==> src/shared/mxcmd_defines.svh <==
`ifndef MXCMD_DEFINES_SVH
`define MXCMD_DEFINES_SVH
`define MXC_XP_PER_UNIT      9'd25
`define MXC_COL_MAX_ALONE    9'd72
`define MXC_COL_MAX_FULL     9'd360
`define MXC_DOUT_MAX         9'd255
`define MXC_DOUT_RST         8'h00
`define MXC_SETUP_MAX        7'd100
`define MXC_STEP_RST         7'd0
`define MXC_MEMSTEP_RST      7'd1
`define MXC_SETTLE_MAX_MS    17'd65000
`define MXC_SETTLE_RST       16'h0000
`define MXC_TRIG_RST         4'd7
`define MXC_CLK_MHZ          100
`define MXC_CYC_PER_MS       (`MXC_CLK_MHZ * 1000)
`define MXC_PRIMARY_ADDR_RST 5'd18
`endif

==> src/shared/mxcmd_pkg.sv <==
package mxcmd_pkg;
  typedef enum logic [3:0]
  {
    MXC_OP_NONE    = 4'h0,
    MXC_OP_OPEN    = 4'h1,
    MXC_OP_DOUT    = 4'h2,
    MXC_OP_CLEAR   = 4'h3,
    MXC_OP_DELETE  = 4'h4,
    MXC_OP_RESTORE = 4'h5,
    MXC_OP_SETTLE  = 4'h6,
    MXC_OP_TRIGSRC = 4'h7
  } mxcmd_op_e;

  typedef enum logic [2:0]
  {
    MXC_SRC_TALK = 3'd0,
    MXC_SRC_GET  = 3'd1,
    MXC_SRC_EXEC = 3'd2,
    MXC_SRC_EXT  = 3'd3,
    MXC_SRC_MAN  = 3'd4
  } mxcmd_src_e;

  typedef enum logic [4:0]
  {
    MXC_ST_IDLE   = 5'b00001,
    MXC_ST_SHIFT  = 5'b00010,
    MXC_ST_WIPE   = 5'b00100,
    MXC_ST_RELAY  = 5'b01000,
    MXC_ST_USER   = 5'b10000
  } mxcmd_state_e;
endpackage

==> src/hdl/mxcmd_top.sv <==
`timescale 1ns/10ps
`include "mxcmd_defines.svh"
// Summary of operation
// - Open command: at most 25 opens and 25 closes per mainframe, else option error.
// - Column above 72 alone or 360 with four slaves gives option error.
// - Digital output takes 0..255; bit 0..7 drive lines 1..8.
// - Power-up, clears and restore set digital output to zero.
// - Digital output updates only the master's lines, never slaves.
// - Output lines are negative true: a one bit drives the line low.
// - Clear with 0 opens all relays; 1..100 clears that stored setup.
// - Delete n shifts setups n+1..100 down, clears 100, blanks display.
// - Restore does device clear first: step 0, memory step 1, then clears setups and row choices.
// - Restore reloads defaults: external falling trigger, zero settling, etc.; triggers are masked in the restore cycle only, TRIG_ENABLE is not touched.
// - Restore leaves bus address and master/slave configuration alone.
// - Settling time accepts 0..65000 ms, zero after reset, clears and restore.
// - User settling starts after card relay settling; total is their sum.
// - Trigger source decodes in pairs: talk, GET, execute, external, manual key.
// - Trigger source defaults to external pulse after reset, clears, restore.
// - Valid trigger increments step pointer saturating at 100, then loads that setup.
// - Retrigger during handling gives overrun or before-settling error by progress.
// - Talk trigger fires on first data byte request at the primary address.
// - Execute character ending the select-execute-source command counts as a trigger.
// - Manual key works when triggers enabled; front keys locked in remote except local.
// - Open command acts as the equivalent sequence of manual crosspoint selections.
// - Trigger before ready is discarded and flagged as overrun.
// - Trigger after ready but before settled is executed and flagged.
module mxcmd_top #(
  parameter int SETUPS   = 100,
  parameter int SETUP_W  = 32,
  parameter int MS_CYCLES = `MXC_CYC_PER_MS
) (
  input  wire logic                 MCLK,
  input  wire logic                 SYS_RST,
  input  wire logic                 DEV_CLEAR,
  input  wire logic                 CMD_VALID,
  input  wire mxcmd_pkg::mxcmd_op_e CMD_OP,
  input  wire logic [16:0]          CMD_PARAM,
  input  wire logic [8:0]           CMD_OPEN_COUNT,
  input  wire logic [8:0]           CMD_CLOSE_COUNT,
  input  wire logic [8:0]           CMD_MAX_COLUMN,
  input  wire logic                 CMD_EXEC,
  input  wire logic [2:0]           SLAVE_COUNT,
  input  wire logic                 TRIG_ENABLE,
  input  wire logic                 REMOTE,
  input  wire logic                 TALK_BYTE_REQ,
  input  wire logic                 GET_STROBE,
  input  wire logic                 EXT_TRIG_PIN,
  input  wire logic                 MANUAL_KEY_PIN,
  input  wire logic                 LOCAL_KEY_PIN,
  input  wire logic [15:0]          CARD_SETTLE_MS,
  output logic [7:0]                DOUT_N,
  output logic                      DOUT_OE,
  output logic [6:0]                RELAY_STEP,
  output logic [6:0]                MEMORY_STEP,
  output logic [SETUP_W-1:0]        RELAY_SETUP,
  output logic                      RELAY_LOAD,
  output logic                      OPEN_REQ,
  output logic                      ALL_OPEN,
  output logic                      ROWS_CLEAR,
  output logic                      DISPLAY_BLANK,
  output logic                      READY,
  output logic                      MATRIX_READY,
  output logic                      INVALID_OPTION_ERROR,
  output logic                      TRIG_OVERRUN,
  output logic                      TRIG_EARLY,
  output logic                      REMOTE_RELEASE,
  output logic                      FRONT_KEYS_LOCKED
);

  // Two-flop synchronisers for the panel and external pins
  logic [2:0] pin_s1_q;
  logic [2:0] pin_s2_q;
  logic [2:0] pin_s3_q;
  always_ff @(posedge MCLK)
  begin
    pin_s1_q <= {LOCAL_KEY_PIN, MANUAL_KEY_PIN, EXT_TRIG_PIN};
    pin_s2_q <= pin_s1_q;
    pin_s3_q <= pin_s2_q;
  end
  logic ext_fall;
  logic man_rise;
  logic loc_rise;
  assign ext_fall = pin_s3_q[0] & ~pin_s2_q[0];
  assign man_rise = ~pin_s3_q[1] & pin_s2_q[1];
  assign loc_rise = ~pin_s3_q[2] & pin_s2_q[2];

  function automatic logic [2:0] src_decode(input logic [16:0] n);
    src_decode = 3'(n[3:1]);
  endfunction

  logic [SETUP_W-1:0] mem_q [1:SETUPS];
  logic [7:0]         dout_q;
  logic [15:0]        settle_q;
  logic [2:0]         src_q;
  logic [6:0]         step_q;
  logic [6:0]         mstep_q;
  logic [6:0]         shift_idx_q;
  logic [16:0]        ms_cnt_q;
  logic [31:0]        cyc_q;
  logic               err_q;
  logic               ovr_q;
  logic               early_q;
  logic               load_q;
  logic               open_q;
  logic               allopen_q;
  logic               rows_q;
  mxcmd_pkg::mxcmd_state_e st_q;

  logic valid_op;
  logic accept;
  logic restore;
  logic clr_all;
  logic [8:0] lim;
  logic [8:0] col_max;
  always_comb
  begin
    lim     = `MXC_XP_PER_UNIT * 9'({6'd0, SLAVE_COUNT} + 9'd1);
    col_max = (SLAVE_COUNT == 3'd0) ? `MXC_COL_MAX_ALONE : `MXC_COL_MAX_FULL;
    case (CMD_OP)
      mxcmd_pkg::MXC_OP_OPEN:    valid_op = (CMD_OPEN_COUNT <= lim) && (CMD_CLOSE_COUNT <= lim)
                                             && (CMD_MAX_COLUMN <= col_max);
      mxcmd_pkg::MXC_OP_DOUT:    valid_op = CMD_PARAM <= 17'(`MXC_DOUT_MAX);
      mxcmd_pkg::MXC_OP_CLEAR:   valid_op = CMD_PARAM <= 17'(`MXC_SETUP_MAX);
      mxcmd_pkg::MXC_OP_DELETE:  valid_op = (CMD_PARAM >= 17'd1) && (CMD_PARAM <= 17'(`MXC_SETUP_MAX));
      mxcmd_pkg::MXC_OP_RESTORE: valid_op = CMD_PARAM == 17'd0;
      mxcmd_pkg::MXC_OP_SETTLE:  valid_op = CMD_PARAM <= `MXC_SETTLE_MAX_MS;
      mxcmd_pkg::MXC_OP_TRIGSRC: valid_op = CMD_PARAM <= 17'd9;
      default:                   valid_op = 1'b0;
    endcase
  end
  // Commands are held by the parser until the execute character arrives
  // Relay settling does not hold commands off; memory walks and relay loads do
  assign accept  = CMD_VALID && CMD_EXEC && valid_op && !load_q
                   && (st_q != mxcmd_pkg::MXC_ST_SHIFT) && (st_q != mxcmd_pkg::MXC_ST_WIPE);
  assign restore = accept && (CMD_OP == mxcmd_pkg::MXC_OP_RESTORE);
  // Bus address and master/slave setup live outside this block, so restore cannot disturb them
  assign clr_all = SYS_RST || DEV_CLEAR || restore;

  always_ff @(posedge MCLK)
  begin
    if (SYS_RST)
      err_q <= 1'b0;
    else
      err_q <= CMD_VALID && CMD_EXEC && !valid_op;
  end

  // Master's own lines only; slaves keep their outputs
  always_ff @(posedge MCLK)
  begin
    if (clr_all)
      dout_q <= `MXC_DOUT_RST;
    else if (accept && CMD_OP == mxcmd_pkg::MXC_OP_DOUT)
      dout_q <= CMD_PARAM[7:0];
  end
  // Push-pull drive with DOUT_OE always on: a one bit drives the line low, a zero bit drives it high
  assign DOUT_N  = ~dout_q;
  assign DOUT_OE = 1'b1;

  always_ff @(posedge MCLK)
  begin
    if (clr_all)
      settle_q <= `MXC_SETTLE_RST;
    else if (accept && CMD_OP == mxcmd_pkg::MXC_OP_SETTLE)
      settle_q <= CMD_PARAM[15:0];
  end

  always_ff @(posedge MCLK)
  begin
    if (clr_all)
      src_q <= src_decode(17'(`MXC_TRIG_RST));
    else if (accept && CMD_OP == mxcmd_pkg::MXC_OP_TRIGSRC)
      src_q <= src_decode(CMD_PARAM);
  end

  // Trigger qualification
  logic trig_src_hit;
  logic trig;
  always_comb
  begin
    case (src_q)
      3'(mxcmd_pkg::MXC_SRC_TALK): trig_src_hit = TALK_BYTE_REQ;
      3'(mxcmd_pkg::MXC_SRC_GET):  trig_src_hit = GET_STROBE;
      3'(mxcmd_pkg::MXC_SRC_EXEC): trig_src_hit = CMD_VALID && CMD_EXEC;
      3'(mxcmd_pkg::MXC_SRC_EXT):  trig_src_hit = ext_fall;
      default:                     trig_src_hit = 1'b0;
    endcase
  end
  assign FRONT_KEYS_LOCKED = REMOTE;
  assign REMOTE_RELEASE    = REMOTE && loc_rise;
  // The terminator of the command that selects execute triggering is itself a trigger
  logic exec_sel;
  assign exec_sel = accept && CMD_OP == mxcmd_pkg::MXC_OP_TRIGSRC
                    && src_decode(CMD_PARAM) == 3'(mxcmd_pkg::MXC_SRC_EXEC);
  assign trig = TRIG_ENABLE && !restore
                && (trig_src_hit || exec_sel || (man_rise && !REMOTE));

  logic busy;
  logic fire;
  assign busy = (st_q == mxcmd_pkg::MXC_ST_SHIFT) || (st_q == mxcmd_pkg::MXC_ST_WIPE) || load_q;
  assign fire = trig && !busy;

  always_ff @(posedge MCLK)
  begin
    if (SYS_RST)
    begin
      ovr_q   <= 1'b0;
      early_q <= 1'b0;
    end
    else
    begin
      ovr_q   <= trig && busy;
      early_q <= fire && !MATRIX_READY;
    end
  end

  always_ff @(posedge MCLK)
  begin
    if (clr_all)
    begin
      step_q  <= `MXC_STEP_RST;
      mstep_q <= `MXC_MEMSTEP_RST;
    end
    else if (fire && step_q != `MXC_SETUP_MAX)
      step_q  <= step_q + 7'd1;
  end

  // Relay load is registered from the same fire as the pointer update, so both change on one edge
  always_ff @(posedge MCLK)
  begin
    if (SYS_RST)
      load_q <= 1'b0;
    else
      load_q <= fire;
  end

  always_ff @(posedge MCLK)
  begin
    if (SYS_RST)
      RELAY_SETUP <= '0;
    else if (load_q)
      RELAY_SETUP <= (step_q == 7'd0) ? '0 : mem_q[int'(step_q)];
  end

  always_ff @(posedge MCLK)
  begin
    if (SYS_RST)
    begin
      open_q    <= 1'b0;
      allopen_q <= 1'b0;
      rows_q    <= 1'b0;
    end
    else
    begin
      open_q    <= accept && CMD_OP == mxcmd_pkg::MXC_OP_OPEN;
      allopen_q <= clr_all || (accept && CMD_OP == mxcmd_pkg::MXC_OP_CLEAR && CMD_PARAM == 17'd0);
      rows_q    <= restore;
    end
  end

  // Delete and restore walk the memory one location a cycle to keep one write port
  always_ff @(posedge MCLK)
  begin
    if (SYS_RST)
    begin
      st_q        <= mxcmd_pkg::MXC_ST_IDLE;
      shift_idx_q <= 7'd1;
    end
    else if (restore)
    begin
      st_q        <= mxcmd_pkg::MXC_ST_WIPE;
      shift_idx_q <= 7'd1;
    end
    else if (accept && CMD_OP == mxcmd_pkg::MXC_OP_DELETE)
    begin
      st_q        <= mxcmd_pkg::MXC_ST_SHIFT;
      shift_idx_q <= CMD_PARAM[6:0];
    end
    else
    begin
      case (st_q)
        mxcmd_pkg::MXC_ST_IDLE:
        begin
          if (fire)
            st_q <= mxcmd_pkg::MXC_ST_RELAY;
        end
        mxcmd_pkg::MXC_ST_SHIFT:
        begin
          if (shift_idx_q == `MXC_SETUP_MAX)
            st_q <= mxcmd_pkg::MXC_ST_IDLE;
          shift_idx_q <= shift_idx_q + 7'd1;
        end
        mxcmd_pkg::MXC_ST_WIPE:
        begin
          if (shift_idx_q == `MXC_SETUP_MAX)
            st_q <= mxcmd_pkg::MXC_ST_IDLE;
          shift_idx_q <= shift_idx_q + 7'd1;
        end
        mxcmd_pkg::MXC_ST_RELAY:
        begin
          if (fire)
            st_q <= mxcmd_pkg::MXC_ST_RELAY;
          else if (ms_cnt_q >= 17'({1'b0, CARD_SETTLE_MS}))
            st_q <= mxcmd_pkg::MXC_ST_USER;
        end
        mxcmd_pkg::MXC_ST_USER:
        begin
          if (fire)
            st_q <= mxcmd_pkg::MXC_ST_RELAY;
          else if (ms_cnt_q >= 17'({1'b0, settle_q}))
            st_q <= mxcmd_pkg::MXC_ST_IDLE;
        end
        default:
          st_q <= mxcmd_pkg::MXC_ST_IDLE;
      endcase
    end
  end

  // Millisecond counter, restarted at every settling phase boundary
  logic phase_start;
  assign phase_start = fire || (st_q == mxcmd_pkg::MXC_ST_RELAY && ms_cnt_q >= 17'({1'b0, CARD_SETTLE_MS}));
  always_ff @(posedge MCLK)
  begin
    if (SYS_RST || phase_start || st_q == mxcmd_pkg::MXC_ST_IDLE)
    begin
      cyc_q    <= 32'd0;
      ms_cnt_q <= 17'd0;
    end
    else if (cyc_q == 32'(MS_CYCLES - 1))
    begin
      cyc_q    <= 32'd0;
      ms_cnt_q <= ms_cnt_q + 17'd1;
    end
    else
      cyc_q <= cyc_q + 32'd1;
  end

  always_ff @(posedge MCLK)
  begin
    for (int i = 1; i <= SETUPS; i++)
    begin
      if (st_q == mxcmd_pkg::MXC_ST_WIPE && int'(shift_idx_q) == i)
        mem_q[i] <= '0;
      else if (st_q == mxcmd_pkg::MXC_ST_SHIFT && int'(shift_idx_q) == i)
        mem_q[i] <= (i == SETUPS) ? '0 : mem_q[(i == SETUPS) ? i : i + 1];
      else if (accept && CMD_OP == mxcmd_pkg::MXC_OP_CLEAR && int'(CMD_PARAM) == i)
        mem_q[i] <= '0;
    end
  end

  assign RELAY_STEP           = step_q;
  assign MEMORY_STEP          = mstep_q;
  assign RELAY_LOAD           = load_q;
  assign OPEN_REQ             = open_q;
  assign ALL_OPEN             = allopen_q;
  assign ROWS_CLEAR           = rows_q;
  assign DISPLAY_BLANK        = st_q == mxcmd_pkg::MXC_ST_SHIFT;
  assign READY                = !busy;
  assign MATRIX_READY         = st_q == mxcmd_pkg::MXC_ST_IDLE;
  assign INVALID_OPTION_ERROR = err_q;
  assign TRIG_OVERRUN         = ovr_q;
  assign TRIG_EARLY           = early_q;

endmodule // mxcmd_top

==> config.mk <==
export PLATFORM = sky130hd
export DESIGN_NAME = mxcmd_top
export DESIGN_NICKNAME = d
export VERILOG_FILES = /design/src/shared/mxcmd_pkg.sv /design/src/hdl/mxcmd_top.sv
export VERILOG_INCLUDE_DIRS = /design/src /design/src/shared
export SDC_FILE = /design/constraint.sdc
export NUM_CORES = 1
export LEC_CHECK = 0
export ABC_AREA = 1
export BUFFER_PORTS_ARGS = -buffer_cell sky130_fd_sc_hd__buf_2
export CELL_PAD_IN_SITES_DETAIL_PLACEMENT = 0
export CELL_PAD_IN_SITES_GLOBAL_PLACEMENT = 1
export CORE_ASPECT_RATIO = 1.75
export CORE_MARGIN = 1
export CORE_UTILIZATION = 40
export CTS_CLUSTER_DIAMETER = 120
export CTS_CLUSTER_SIZE = 40
export DETAILED_ROUTE_END_ITERATION = 8
export PLACE_DENSITY = 0.86
export REMOVE_ABC_BUFFERS = 1
export SETUP_SLACK_MARGIN = 0.2
export SLEW_MARGIN = 20
export SYNTH_ARGS = -nofsm -noshare
export SYNTH_HDL_FRONTEND = slang
export SYNTH_SLANG_ARGS = --single-unit
==> constraint.sdc <==
create_clock -name MCLK -period 4.65 [get_ports MCLK]
set_clock_uncertainty 0.2 [all_clocks]
set_input_delay 0.6975 -clock MCLK [delete_from_list [all_inputs] [get_ports MCLK]]
set_output_delay 0.6975 -clock MCLK [all_outputs]
set_load 0.1 [all_outputs]
Yosys cells after proc, flatten, opt, wreduce, memory -nomap -nowiden:

Memories as Yosys holds them, arrays and structs flattened. A register that Yosys moved wholly into a read port is not among the register bits.
Cells that the tools add are included.

* word-level logic and storage cells: 2346
* bits of input ports: 79
* register bits: 143
* memory bits (writable): 3200
* output and inout port bits: 67
* memories: 1
* bits in read-only memories: 0
* bits in latches: 0

* order comparisons: 10
* add/sub/neg operators: 5
* bitwise gates (word level): 207
* div/mod/pow operators: 0
* equal/unequal tests: 233
* mux-type cells: 1414
* shift-type cells: 0
* reduce and logical (&&, ||, !) cells: 454
* $mul: 1

Memories
* mem_q: words 100, width 32, read ports 100, clocked after memory_dff 1, write ports 1, RTL line mxcmd_top.sv:91 `logic [SETUP_W-1:0] mem_q [1:SETUPS];`

Operators by type and width (number)
* 32-bit two-way mux: 300
* 32-bit OR reduction: 99
* 1-bit two-way mux: 999
* 7-bit two-way mux: 103
* 17-bit by 8-bit == test with 1-bit output (second input constant): 37
* 17-bit by 7-bit == test with 1-bit output (second input constant): 32
* 7-bit == test (second input constant): 65
* 1-bit logical AND: 327
* 17-bit by 6-bit == test with 1-bit output (second input constant): 16
* 1-bit OR: 200
* 7-bit by 6-bit == test with 1-bit output (second input constant): 21
* 17-bit by 5-bit == test with 1-bit output (second input constant): 8
* 17-bit by 4-bit == test with 1-bit output (second input constant): 4
* 7-bit by 5-bit == test with 1-bit output (second input constant): 8
* 17-bit by 3-bit == test with 1-bit output (second input constant): 2
* 17-bit by 16-bit >= comparator with 1-bit output: 2
* 32-bit by 1-bit adder with 32-bit output (second input constant): 1
* 32-bit by 17-bit == test with 1-bit output (second input constant): 1
* 5-bit two-way mux: 6
* 7-bit by 4-bit == test with 1-bit output (second input constant): 4
* 9-bit <= comparator: 3
* 5-bit one-hot mux with 4 select lines: 1
* 17-bit by 1-bit adder with 17-bit output (second input constant): 1
* 17-bit by 2-bit == test with 1-bit output (second input constant): 1
* 45 further kinds: 83

Depth between registers and ports, before layout:

Gate-level depths: netlist (run 1).

* word-level depth: 117
* gate-level depth with buffers: 27
* gate-level depth less buffers: 27

Worst setup path after synthesis (run 1):

No wires, ideal clock.

* kind: input to register
* start point: input SLAVE_COUNT[0]
* end point: register ms_cnt_q[10]
* data required time: 4.337 ns
* library setup time: 0.113 ns
* path buffers: 1
* setup slack: 0.400 ns
* arrival: 3.937 ns
* stages: 24
* path through: ha_1 > xnor2_1 > inv_1 > ha_1 > inv_1 > fa_1 > xor2_1 > ha_1 > nand2_1 > nor2_1 > nand2_1 > nand2_1 > nand2_1 > nand2_1 > inv_1 > a21oi_1 > nand2_1 > nand2_1 > nand4_1 > nand2_1 > nand3_4 > nand2_2 > buf_4 > nor2_1

* longest elaborated chain between the ends: 19
* elaborated cells between the ends (all ways): 26
* those cells by class: add/sub (1); mul (1); order compare (3); mux (2); reduce/logical (19)

RTL lines
* start: declaration: RTL line mxcmd_top.sv:42 `input wire logic [2:0] SLAVE_COUNT,`
* 3-bit by 1-bit adder with 4-bit output: RTL line mxcmd_top.sv:117 `` lim = `MXC_XP_PER_UNIT * 9'({6'd0, SLAVE_COUNT} + 9'd1); ``
* 5-bit by 4-bit multiplier with 9-bit output (no line)
* 9-bit <= comparator: RTL line mxcmd_top.sv:120 `mxcmd_pkg::MXC_OP_OPEN: valid_op = (CMD_OPEN_COUNT <= lim) && (CMD_CLOSE_COUNT <= lim)`
* 1-bit logical AND: RTL line mxcmd_top.sv:120
* 1-bit logical AND (*): RTL line mxcmd_top.sv:121 `&& (CMD_MAX_COLUMN <= col_max);`
* 1-bit one-hot mux with 7 select lines (*): RTL line mxcmd_top.sv:119 `case (CMD_OP)`
* 1-bit logical AND (*) (2 in series): RTL line mxcmd_top.sv:133 `assign accept = CMD_VALID && CMD_EXEC && valid_op && !load_q`
* 1-bit logical AND (*) (2 in series): RTL line mxcmd_top.sv:134 `&& (st_q != mxcmd_pkg::MXC_ST_SHIFT) && (st_q != mxcmd_pkg::MXC_ST_WIPE);`
* 1-bit logical AND: RTL line mxcmd_top.sv:192 `assign exec_sel = accept && CMD_OP == mxcmd_pkg::MXC_OP_TRIGSRC`
* 1-bit logical AND: RTL line mxcmd_top.sv:193 `&& src_decode(CMD_PARAM) == 3'(mxcmd_pkg::MXC_SRC_EXEC);`
* 1-bit logical OR (2 in series): RTL line mxcmd_top.sv:195 `&& (trig_src_hit || exec_sel || (man_rise && !REMOTE));`
* 1-bit logical AND (*): RTL line mxcmd_top.sv:195
* 1-bit logical AND (*): RTL line mxcmd_top.sv:200 `assign fire = trig && !busy;`
* 1-bit logical OR (*): RTL line mxcmd_top.sv:320 `assign phase_start = fire || (st_q == mxcmd_pkg::MXC_ST_RELAY && ms_cnt_q >= 17'({1'b0, CARD_SETTLE_MS}));`
* 1-bit logical OR (*) (2 in series): RTL line mxcmd_top.sv:323 `if (SYS_RST || phase_start || st_q == mxcmd_pkg::MXC_ST_IDLE)`
* end signal: assignment: RTL line mxcmd_top.sv:331 `ms_cnt_q <= ms_cnt_q + 17'd1;`
* end: declaration: RTL line mxcmd_top.sv:98 `logic [16:0] ms_cnt_q;`

Mark *: on every way between the ends. The rest lies on a longest branch, timed or not.
A chain may end at the register's enable or synchronous reset.

Worst setup path after layout (run 1):

* start point: input SLAVE_COUNT[0]
* end point: register dout_q[4]

* longest elaborated chain between the ends: 12
* elaborated cells between the ends (all ways): 17
* those cells by class: add/sub (1); mul (1); order compare (3); mux (2); reduce/logical (10)

RTL lines
* 3-bit by 1-bit adder with 4-bit output: RTL line mxcmd_top.sv:117
* 5-bit by 4-bit multiplier with 9-bit output (no line)
* 9-bit <= comparator: RTL line mxcmd_top.sv:120
* 1-bit logical AND: RTL line mxcmd_top.sv:120
* 1-bit logical AND (*): RTL line mxcmd_top.sv:121
* 1-bit one-hot mux with 7 select lines (*): RTL line mxcmd_top.sv:119
* 1-bit logical AND (*) (2 in series): RTL line mxcmd_top.sv:133
* 1-bit logical AND (*) (2 in series): RTL line mxcmd_top.sv:134
* 1-bit logical AND: RTL line mxcmd_top.sv:135 `assign restore = accept && (CMD_OP == mxcmd_pkg::MXC_OP_RESTORE);`
* 1-bit logical OR: RTL line mxcmd_top.sv:137 `assign clr_all = SYS_RST || DEV_CLEAR || restore;`
* end signal: assignment: RTL line mxcmd_top.sv:151 `` dout_q <= `MXC_DOUT_RST; ``
* end signal: assignment: RTL line mxcmd_top.sv:153 `dout_q <= CMD_PARAM[7:0];`
* end: declaration: RTL line mxcmd_top.sv:92 `logic [7:0] dout_q;`

Marks and branches as above.

==> results of run 1 <==
logic make-up (layout without fill, tap and decap cells):
kind of cell | after synthesis | in the layout | share of synthesized area
fa+ha+maj | 64 | 64 | 0.110
simple gates | 518 | 518 | 0.327
compound gates | 113 | 113 | 0.0871
flops | 111 | 111 | 0.302
buf+inv | 223 | 310 | 0.137
other cells | 2 | 41 | 0.00102
xor+xnor | 30 | 30 | 0.0357
final cells by class:
type,instances,area [sq um]
fill,1937,9610
multi-input combinational,766,4290
sequential,111,2220
timing repair buffer,125,701
inverter,170,638
tap,234,293
clock buffer,9,225
clock inverter,6,77.6
timing repair:
item / CTS / global route
hold buffers: 0 / 0
setup buffers: 0 / 4
resized for setup: 0 / 6
endpoints found under the setup margin: 0 / 80
hold endpoints to repair: 0 / 0
through the flow:
step	utilization	setup WS, ns	hold slack (ns)	power [mW]
2_1_floorplan	-	0.0829	0.110	1.50
3_3_place_gp	0.448	0.0679	0.112	1.67
3_5_place_dp	0.448	-0.0166	0.115	1.67
4_1_cts	0.465	0.316	0.133	2.47
5_1_grt	0.468	0.195	0.140	2.59
6_report	0.468	0.500	0.129	2.46
state kept, by name (all words and copies together), names as in the netlist:
| register | cells |
|---|---|
| ALL_OPEN | 1 |
| INVALID_OPTION_ERROR | 1 |
| OPEN_REQ | 1 |
| RELAY_LOAD | 1 |
| RELAY_STEP | 7 |
| ROWS_CLEAR | 1 |
| TRIG_EARLY | 1 |
| TRIG_OVERRUN | 1 |
| cyc_q | 32 |
| dout_q | 8 |
| ms_cnt_q | 17 |
| pin_s1_q | 3 |
| pin_s2_q | 3 |
| pin_s3_q | 3 |
| settle_q | 16 |
| shift_idx_q | 7 |
| src_q | 3 |
| st_q | 5 |
final timing paths:
check	endpoint	slack, ns	cells after the start
worst max register to register	cyc_q[4]	1.69	10
worst max-delay path	dout_q[4]	0.50	26
worst min-delay path	pin_s2_q[1]	0.13	0
worst min register to register	pin_s2_q[1]	0.13	0
critical path, delay by kind of cell:
| family | cells | cell delay (ns) |
|---|---|---|
| xor+xnor | 2 | 0.32 |
| fa+ha+maj | 4 | 1.31 |
| simple gates | 11 | 0.95 |
| compound gates | 2 | 0.17 |
| buf+inv | 7 | 0.75 |
power groups by stage:
stage          clock, mW  combinational (mW)  sequential, mW
5_1_grt            0.856               0.738           0.995
6_report           0.804               0.669           0.991
3_3_place_gp           0               0.652            1.01
4_1_cts            0.822               0.657           0.991
3_5_place_dp           0               0.655            1.01
2_1_floorplan          0               0.472            1.03
metal layers:
layer  vias to the layer above  share of wire  GRT usage
met1                      3057           0.38      0.189
met5                         -              0          0
met4                         0          0.029     0.0829
met3                        33          0.032     0.0276
li1                       3600              -          -
met2                       142           0.56      0.386
placed cells by master, fill, tap and decap left out, types with 2 or more instances in the layout:
cell type / count
o21ai_0: 15
inv_8: 2
buf_12: 2
buf_4: 18
nor4_1: 9
a21o_1: 2
nand3_4: 2
nand3_2: 2
dfxtp_1: 111
nand3b_1: 2
nor3_2: 5
nor2_4: 2
ha_1: 63
o221ai_1: 2
nor2_1: 103
xnor2_1: 6
buf_2: 105
nand4_1: 45
inv_2: 11
nand2_1: 234
nor3_1: 28
conb_1: 41
a21oi_4: 2
o211ai_1: 6
nand3_1: 57
nor2_2: 3
clkbuf_16: 9
nor4_2: 2
a21oi_1: 72
nor3b_1: 5
xor2_1: 22
inv_1: 159
or2_2: 6
a31oi_1: 6
nor3b_2: 5
nand2_2: 3
==> flow_metrics.tcl, run 1 <==
set metrics [dict create \
    synthCells 1061 \
    p_sw_frac 0.359 \
    numCtsBuffers 9 \
    drt-total-wl_um 17500 \
    critPathMaxStageDelay_ns 0.48 \
    gp_congestion 0.845 \
    setup_tns_ns 0 \
    slowest_stage "fa_1" \
    grt_pass1_wl_um 29700 \
    power.leakage_nw 3.89 \
    seq_power_share 0.402 \
    nets 1326 \
    avgSynthCellArea_sq_um 6.93 \
    ant_nets 0 \
    grt_pass1_vias 6681 \
    min_path_type "reg -> reg" \
    placement.cell_area_sq_mm 0.00809 \
    hp-start "pin_s1_q[1]" \
    synth_cell_type_count 48 \
    arrival_ns 4.19 \
    viasPerCell 4.81 \
    drt-wirelength-per-cell_um 12.3 \
    syn2layout_area_growth_pct 14.8 \
    max_clock_freq_mhz 241 \
    clk_root_buffer_cell "clkbuf_16" \
    antenna_found_initial 0 \
    period_minus_slack_ns 4.15 \
    die_area_sq_mm 0.0190 \
    finalSetupViolCount 0 \
    cap_violations 0 \
    dp.final_hpwl_um 14400 \
    track_usage 0.192 \
    clkPwrFrac 0.326 \
    grt_max_degree 25 \
    ys.flop_type "dfxtp_1" \
    ios 146 \
    synth_area_leaders "dfxtp_1, nand2_1, ha_1" \
    gr-total-overflow 0 \
    drc 0 \
    timing.final.crit_share 0.892 \
    port_buffers 105 \
    required_ns 4.69 \
    stdcell_count 1421 \
    synth-seq-cells 111 \
    die_y_um 181 \
    drt-pass1-iter-count 4 \
    cts_tree "done" \
    layout-drive-gt1-share 0.158 \
    netlist_area_sq_mm 0.00736 \
    ys_warn_count 0 \
    synth_common_cells "nand2_1, inv_1, dfxtp_1" \
    rsz0062_at_grt "no" \
    p_switching_uw 886 \
    p_int_mw 1.58 \
    ys_async_sr_fraction 0 \
    worstMarginPinSlew_ns 0.647 \
    clock-sinks 111 \
    antenna_cells 0 \
    slew_violations 0 \
    worst-path-max-fanout 24 \
    slew-limit-headroom 0.566 \
    cp-startpoint "SLAVE_COUNT[0]" \
    ys_seq_area_frac 0.302 \
    status "finished, final reports clean" \
    insertion_delay_ns 0.36 \
    path_clk_slew_ns 0.07 \
    core_sq_mm 0.0181 \
    final_area_sq_mm 0.00845 \
    via_count 6832 \
    yosysTopAreaCell "dfxtp_1" \
    cp-start-kind "input pin" \
    irDropWorstVdd_v 0.000171 \
    die_w_um 105 \
    cts.htree.levels 3 \
    cts_buffer_depth 2 \
    comb_power_share 0.272 \
    power_density_mw_per_mm2 292 \
    crit_type "in -> reg" \
    endpoint_kind "flop" \
    synth_top_area_share 0.302 \
    finalHoldViolations 0 \
    dp.cells 1402 \
    regToRegStartpoint "ms_cnt_q[10]" \
    synth_edf_count 0 \
    worst_path_most_repeated_cell "nand2_1" \
    yosys.cell_count.top_type "nand2_1" \
    start_util 0.407 \
    drt_iter0_drc 230 \
    rows 65 \
]
(Power assumes the default switching activity.)
==> inputs of run 2 (changes only) <==
--- a/config.mk
+++ b/config.mk
@@ -7,7 +7,7 @@
 export NUM_CORES = 1
 export LEC_CHECK = 0
 export ABC_AREA = 1
-export BUFFER_PORTS_ARGS = -buffer_cell sky130_fd_sc_hd__buf_2
+export BUFFER_PORTS_ARGS = -buffer_cell sky130_fd_sc_hd__clkbuf_2
 export CELL_PAD_IN_SITES_DETAIL_PLACEMENT = 0
 export CELL_PAD_IN_SITES_GLOBAL_PLACEMENT = 1
 export CORE_ASPECT_RATIO = 1.75
==> flow_metrics.tcl, run 2 (same netlist as run 1, synthesis figures left out) <==
set metrics [dict create \
    status "finished, final reports clean" \
    required_ns 4.70 \
    arrival_ns 4.19 \
    grt_pass1_vias 6549 \
    gr-total-overflow 0 \
    seq_power_share 0.399 \
    ios 146 \
    core_sq_mm 0.0181 \
    power.leakage_nw 3.91 \
    viasPerCell 4.87 \
    p_switching_uw 880 \
    min_path_type "reg -> reg" \
    cts_tree "done" \
    gp_congestion 0.870 \
    regArea_sq_mm 0.00222 \
    clkPwrFrac 0.326 \
    power_density_mw_per_mm2 293 \
    numCtsBuffers 9 \
    final_cell_mix "nand2_1, inv_1, dfxtp_1" \
    port_buffers 105 \
    multiInputGateArea_sq_mm 0.00431 \
    clock-sinks 111 \
    cts.htree.levels 3 \
    antenna_cells 0 \
    clk_root_buffer_cell "clkbuf_16" \
    largest_reg_flops 32 \
    layout-drive-gt1-share 0.159 \
    cp-start-kind "input pin" \
    worst-path-max-fanout 9 \
    drt_iter0_drc 242 \
    track_usage 0.190 \
    crit_type "in -> reg" \
    finalSetupViolCount 0 \
    drt-total-wl_um 17600 \
    finalHoldViolations 0 \
    via_count 6930 \
    die_w_um 105 \
    top_regs "cyc_q: 32 flops, ms_cnt_q: 17 flops, settle_q: 16 flops" \
    drc 0 \
    fill_cells 1915 \
    slew-limit-headroom 0.393 \
    largest_register "cyc_q" \
    antenna_found_initial 0 \
    cap_violations 0 \
    timing.final.crit_share 0.890 \
    worstMarginPinSlew_ns 0.904 \
    grt_max_degree 25 \
    setup_tns_ns 0 \
    grt_pass1_wl_um 29300 \
    comb_power_share 0.275 \
    nets 1327 \
    path_clk_slew_ns 0.08 \
    die_area_sq_mm 0.0190 \
    cts_buffer_depth 2 \
    period_minus_slack_ns 4.14 \
    p_sw_frac 0.354 \
    syn2layout_area_growth_pct 15.2 \
    rsz0062_at_grt "no" \
    slew_violations 0 \
    endpoint_kind "flop" \
    start_util 0.407 \
    irDropWorstVdd_v 0.000179 \
    p_int_mw 1.61 \
    final_common_cell "nand2_1" \
    dp.final_hpwl_um 14300 \
    ant_nets 0 \
    rows 65 \
    finalPower_mw 2.49 \
    drt-wirelength-per-cell_um 12.4 \
    drt-pass1-iter-count 4 \
    die_y_um 181 \
    hold_buffers 0 \
    insertion_delay_ns 0.36 \
    max_clock_freq_mhz 242 \
]
[run 2: changes by cell type in the layout (fill, tap and decap cells not counted), sizes merged]
cell      change
clkinvlp      +1
buf         -104
clkbuf      +108
inv           -3
[run 2: what timing repair did]
item,4_1_cts,5_1_grt
endpoints found under the setup margin,0,81
resized for setup,0,9
hold endpoints to repair,0,0
buffers inserted,0,6
[run 2: power by group through the flow]
stage / clock (mW) / sequential, mW / combinational (mW)
floorplan: 0 / 1.03 / 0.472
global placement: 0 / 1.01 / 0.649
detailed placement: 0 / 1.02 / 0.654
CTS: 0.833 / 0.993 / 0.657
global route: 0.866 / 0.995 / 0.747
finish: 0.811 / 0.993 / 0.683
[run 2: critical path, stage by stage]
cell	delay, ns
clkbuf_2	0.11
ha_1	0.20
xnor2_1	0.18
inv_1	0.09
ha_1	0.31
inv_1	0.07
fa_1	0.47
xor2_2	0.18
ha_1	0.30
nand2_1	0.07
nor2_1	0.08
nand2_1	0.05
nand2_1	0.07
nand2_1	0.04
nand2_1	0.05
inv_1	0.03
a21oi_1	0.11
nand2_1	0.08
nand2_2	0.11
nand4_1	0.17
nand2_2	0.13
nand3_4	0.15
a21oi_4	0.26
nand2_1	0.07
nand2_1	0.07
nor2_1	0.04
[run 2: area by class of cell]
class                           count  share of cell area
Timing Repair Buffer              126              0.0835
Clock inverter                      4             0.00635
Multi-Input combinational cell    766               0.508
Clock buffer                       12              0.0303
Sequential cell                   111               0.262
Inverter                          170              0.0753
Tap cell                          234              0.0345
[run 2: path summary, 6_finish.rpt]
check                                    start          end  slack, ns  cells after the start
worst max-delay path            SLAVE_COUNT[0]      st_q[4]       0.51                     26
worst min-delay path               pin_s1_q[0]  pin_s2_q[0]       0.13                      0
worst max register to register    ms_cnt_q[10]    cyc_q[23]       1.48                     10
worst min register to register     pin_s1_q[0]  pin_s2_q[0]       0.13                      0
[run 2: metal layers]
metal | GRT usage | vias up | routed length [um]
met4 | 0.0909 | 0 | 548
met1 | 0.184 | 3131 | 6690
met5 | 0 | - | 0
met2 | 0.383 | 158 | 9800
met3 | 0.0284 | 38 | 604
li1 | - | 3603 | -
[run 2: per-stage QoR]
stage                      util  hold slack [ns]  setup WS, ns  instance area (sq um)  instances
after global routing      0.470            0.135         0.221                   8480       1423
after CTS                 0.465            0.132         0.363                   8400       1417
after floorplan               -            0.110        0.0829                   7130       1047
after global placement    0.448            0.111        0.0951                   8090       1401
final                     0.470            0.130         0.510                   8480       1423
after detailed placement  0.448            0.114        0.0115                   8090       1401
==> inputs of run 3 (changes only) <==
--- a/config.mk
+++ b/config.mk
@@ -8,11 +8,9 @@
 export LEC_CHECK = 0
 export ABC_AREA = 1
 export BUFFER_PORTS_ARGS = -buffer_cell sky130_fd_sc_hd__clkbuf_2
-export CELL_PAD_IN_SITES_DETAIL_PLACEMENT = 0
-export CELL_PAD_IN_SITES_GLOBAL_PLACEMENT = 1
 export CORE_ASPECT_RATIO = 1.75
 export CORE_MARGIN = 1
-export CORE_UTILIZATION = 40
+export CORE_UTILIZATION = 56
 export CTS_CLUSTER_DIAMETER = 120
 export CTS_CLUSTER_SIZE = 40
 export DETAILED_ROUTE_END_ITERATION = 8
==> flow_metrics.tcl, run 3 (same netlist as run 1, synthesis figures left out) <==
set metrics [dict create \
    final_cell_mix "nand2_1, inv_1, dfxtp_1" \
    ios 146 \
    drt_iter0_drc 462 \
    timing.final.crit_share 0.910 \
    dp.cells 1335 \
    required_ns 4.75 \
    crit_type "in -> reg" \
    cts.htree.levels 3 \
    grt_pass1_wl_um 28300 \
    cp-start-kind "input pin" \
    final_area_sq_mm 0.00843 \
    top_regs "cyc_q: 32 flops, ms_cnt_q: 17 flops, settle_q: 16 flops" \
    fill_cells 1111 \
    crit_family "adder cells" \
    cts_tree "done" \
    rsz0062_at_grt "no" \
    dp.final_hpwl_um 13300 \
    rows 55 \
    port_buffers 105 \
    setup_tns_ns 0 \
    largest_register "cyc_q" \
    syn2layout_area_growth_pct 14.6 \
    critPathMaxStageDelay_ns 0.40 \
    hold_buffers 0 \
    min_path_type "reg -> reg" \
    core_sq_mm 0.0129 \
    comb_power_share 0.275 \
    clk_root_buffer_cell "clkbuf_16" \
    finalPower_mw 2.56 \
    drt-wirelength-per-cell_um 12.8 \
    final_util 0.655 \
    finalSetupViolCount 0 \
    worst-path-max-fanout 7 \
    drt-total-wl_um 17400 \
    slew_violations 0 \
    insertion_delay_ns 0.36 \
    largest_reg_flops 32 \
    period_minus_slack_ns 4.23 \
    worst_path_most_repeated_cell "ha_1" \
    worstMarginPinSlew_ns 1.12 \
    cts_buffer_depth 2 \
    power.leakage_nw 3.94 \
    p_int_mw 1.67 \
    multiInputGateArea_sq_mm 0.00431 \
    drt-pass1-iter-count 9 \
    placement.cell_area_sq_mm 0.00799 \
    die_y_um 154 \
    die_area_sq_mm 0.0136 \
    seq_power_share 0.387 \
    fin_ws_ns 0.420 \
    grt_pass1_vias 6624 \
    max_clock_freq_mhz 236 \
    cap_violations 0 \
    violations "design-rule violations" \
    path_clk_slew_ns 0.08 \
    start_util 0.572 \
    regArea_sq_mm 0.00222 \
    gp_congestion 0.922 \
    drc 1 \
    p_switching_uw 891 \
    grt_max_degree 26 \
    p_sw_frac 0.348 \
    layout-drive-gt1-share 0.159 \
    arrival_ns 4.33 \
    clkPwrFrac 0.338 \
    track_usage 0.260 \
    numCtsBuffers 9 \
    clock-sinks 111 \
    gr-total-overflow 0 \
    slowest_stage "fa_2" \
    worstPathCellList "clkbuf_2 > ha_1 > xnor2_2 > inv_1 > ha_1 > inv_1 > fa_2 > xor2_1 > ha_1 > a21oi_1 > a21boi_0 > nand2_1 > a21oi_1 > nand2_1 > nand2_2 > nand3_2 > nand2_4 > inv_2 > nand3_4 > nand3_4 > buf_4 > and3b_1" \
    viasPerCell 5.33 \
    final_common_cell "nand2_1" \
    via_count 7242 \
    antenna_found_initial 0 \
    irDropWorstVdd_v 0.000279 \
    stdcell_count 1359 \
    whs_ns 0.129 \
    crit_buf_inv 5 \
    status "finished with violations" \
    endpoint_kind "flop" \
    pre_cts_ws_ns -0.0505 \
    power_density_mw_per_mm2 303 \
    finalHoldViolations 0 \
    ant_nets 0 \
    slew-limit-headroom 0.248 \
    die_w_um 88.6 \
    antenna_cells 0 \
    nets 1326 \
]
[run 3: cell types whose count changed in the layout (fill, tap and decap cells not counted), moves of 2 or more]
cell,previous run,this run
buf_4,19,14
nand2_2,5,2
clkinvlp_4,2,0
inv_8,0,2
nand2_1,232,234
nand2_4,0,2
nand3_2,1,3
[run 3: power groups by stage]
stage               clock [mW]  sequential (mW)  combinational, mW
finish                   0.865            0.991              0.702
global route             0.921            0.994              0.771
floorplan                    0             1.03              0.472
detailed placement           0             1.01              0.645
global placement             0             1.01              0.632
CTS                      0.875            0.991              0.652
[run 3: cell type report]
class / count / share of cell area
multi-input cells: 767 / 0.511
flip-flops and latches: 111 / 0.264
repair buffers: 124 / 0.0844
inverters: 170 / 0.0757
clock buffers: 10 / 0.0283
well taps: 171 / 0.0254
clock inverters: 6 / 0.0119
[run 3: final timing paths]
check                                    start  depth (start not counted)  slack (ns)          end
worst max-delay path            SLAVE_COUNT[1]                         22        0.42    cyc_q[18]
worst min-delay path               pin_s1_q[1]                          0        0.13  pin_s2_q[1]
worst max register to register    ms_cnt_q[10]                         10        1.28    cyc_q[18]
worst min register to register     pin_s1_q[1]                          0        0.13  pin_s2_q[1]
[run 3: worst reg2reg max path: cells and delay by family, from the launching register on]
family          cells  cell delay, ns
simple gates        5            0.87
fa+ha+maj           1            0.32
flops               1            0.49
buf+inv             1            0.24
compound gates      3            1.21
[run 3: timing repair]
action	in CTS	in global routing
endpoints found under the setup margin	0	81
setup buffers	0	6
endpoints found under the hold margin	0	0
gates resized for setup	0	7
[run 3: routing by layer]
metal  vias to the layer above  wire length, um  GRT usage
li1                       3618                -          -
met1                      3289             6450      0.267
met2                       268             9390      0.490
met3                        67              881     0.0451
met4                         0              672      0.118
met5                         -                0          0
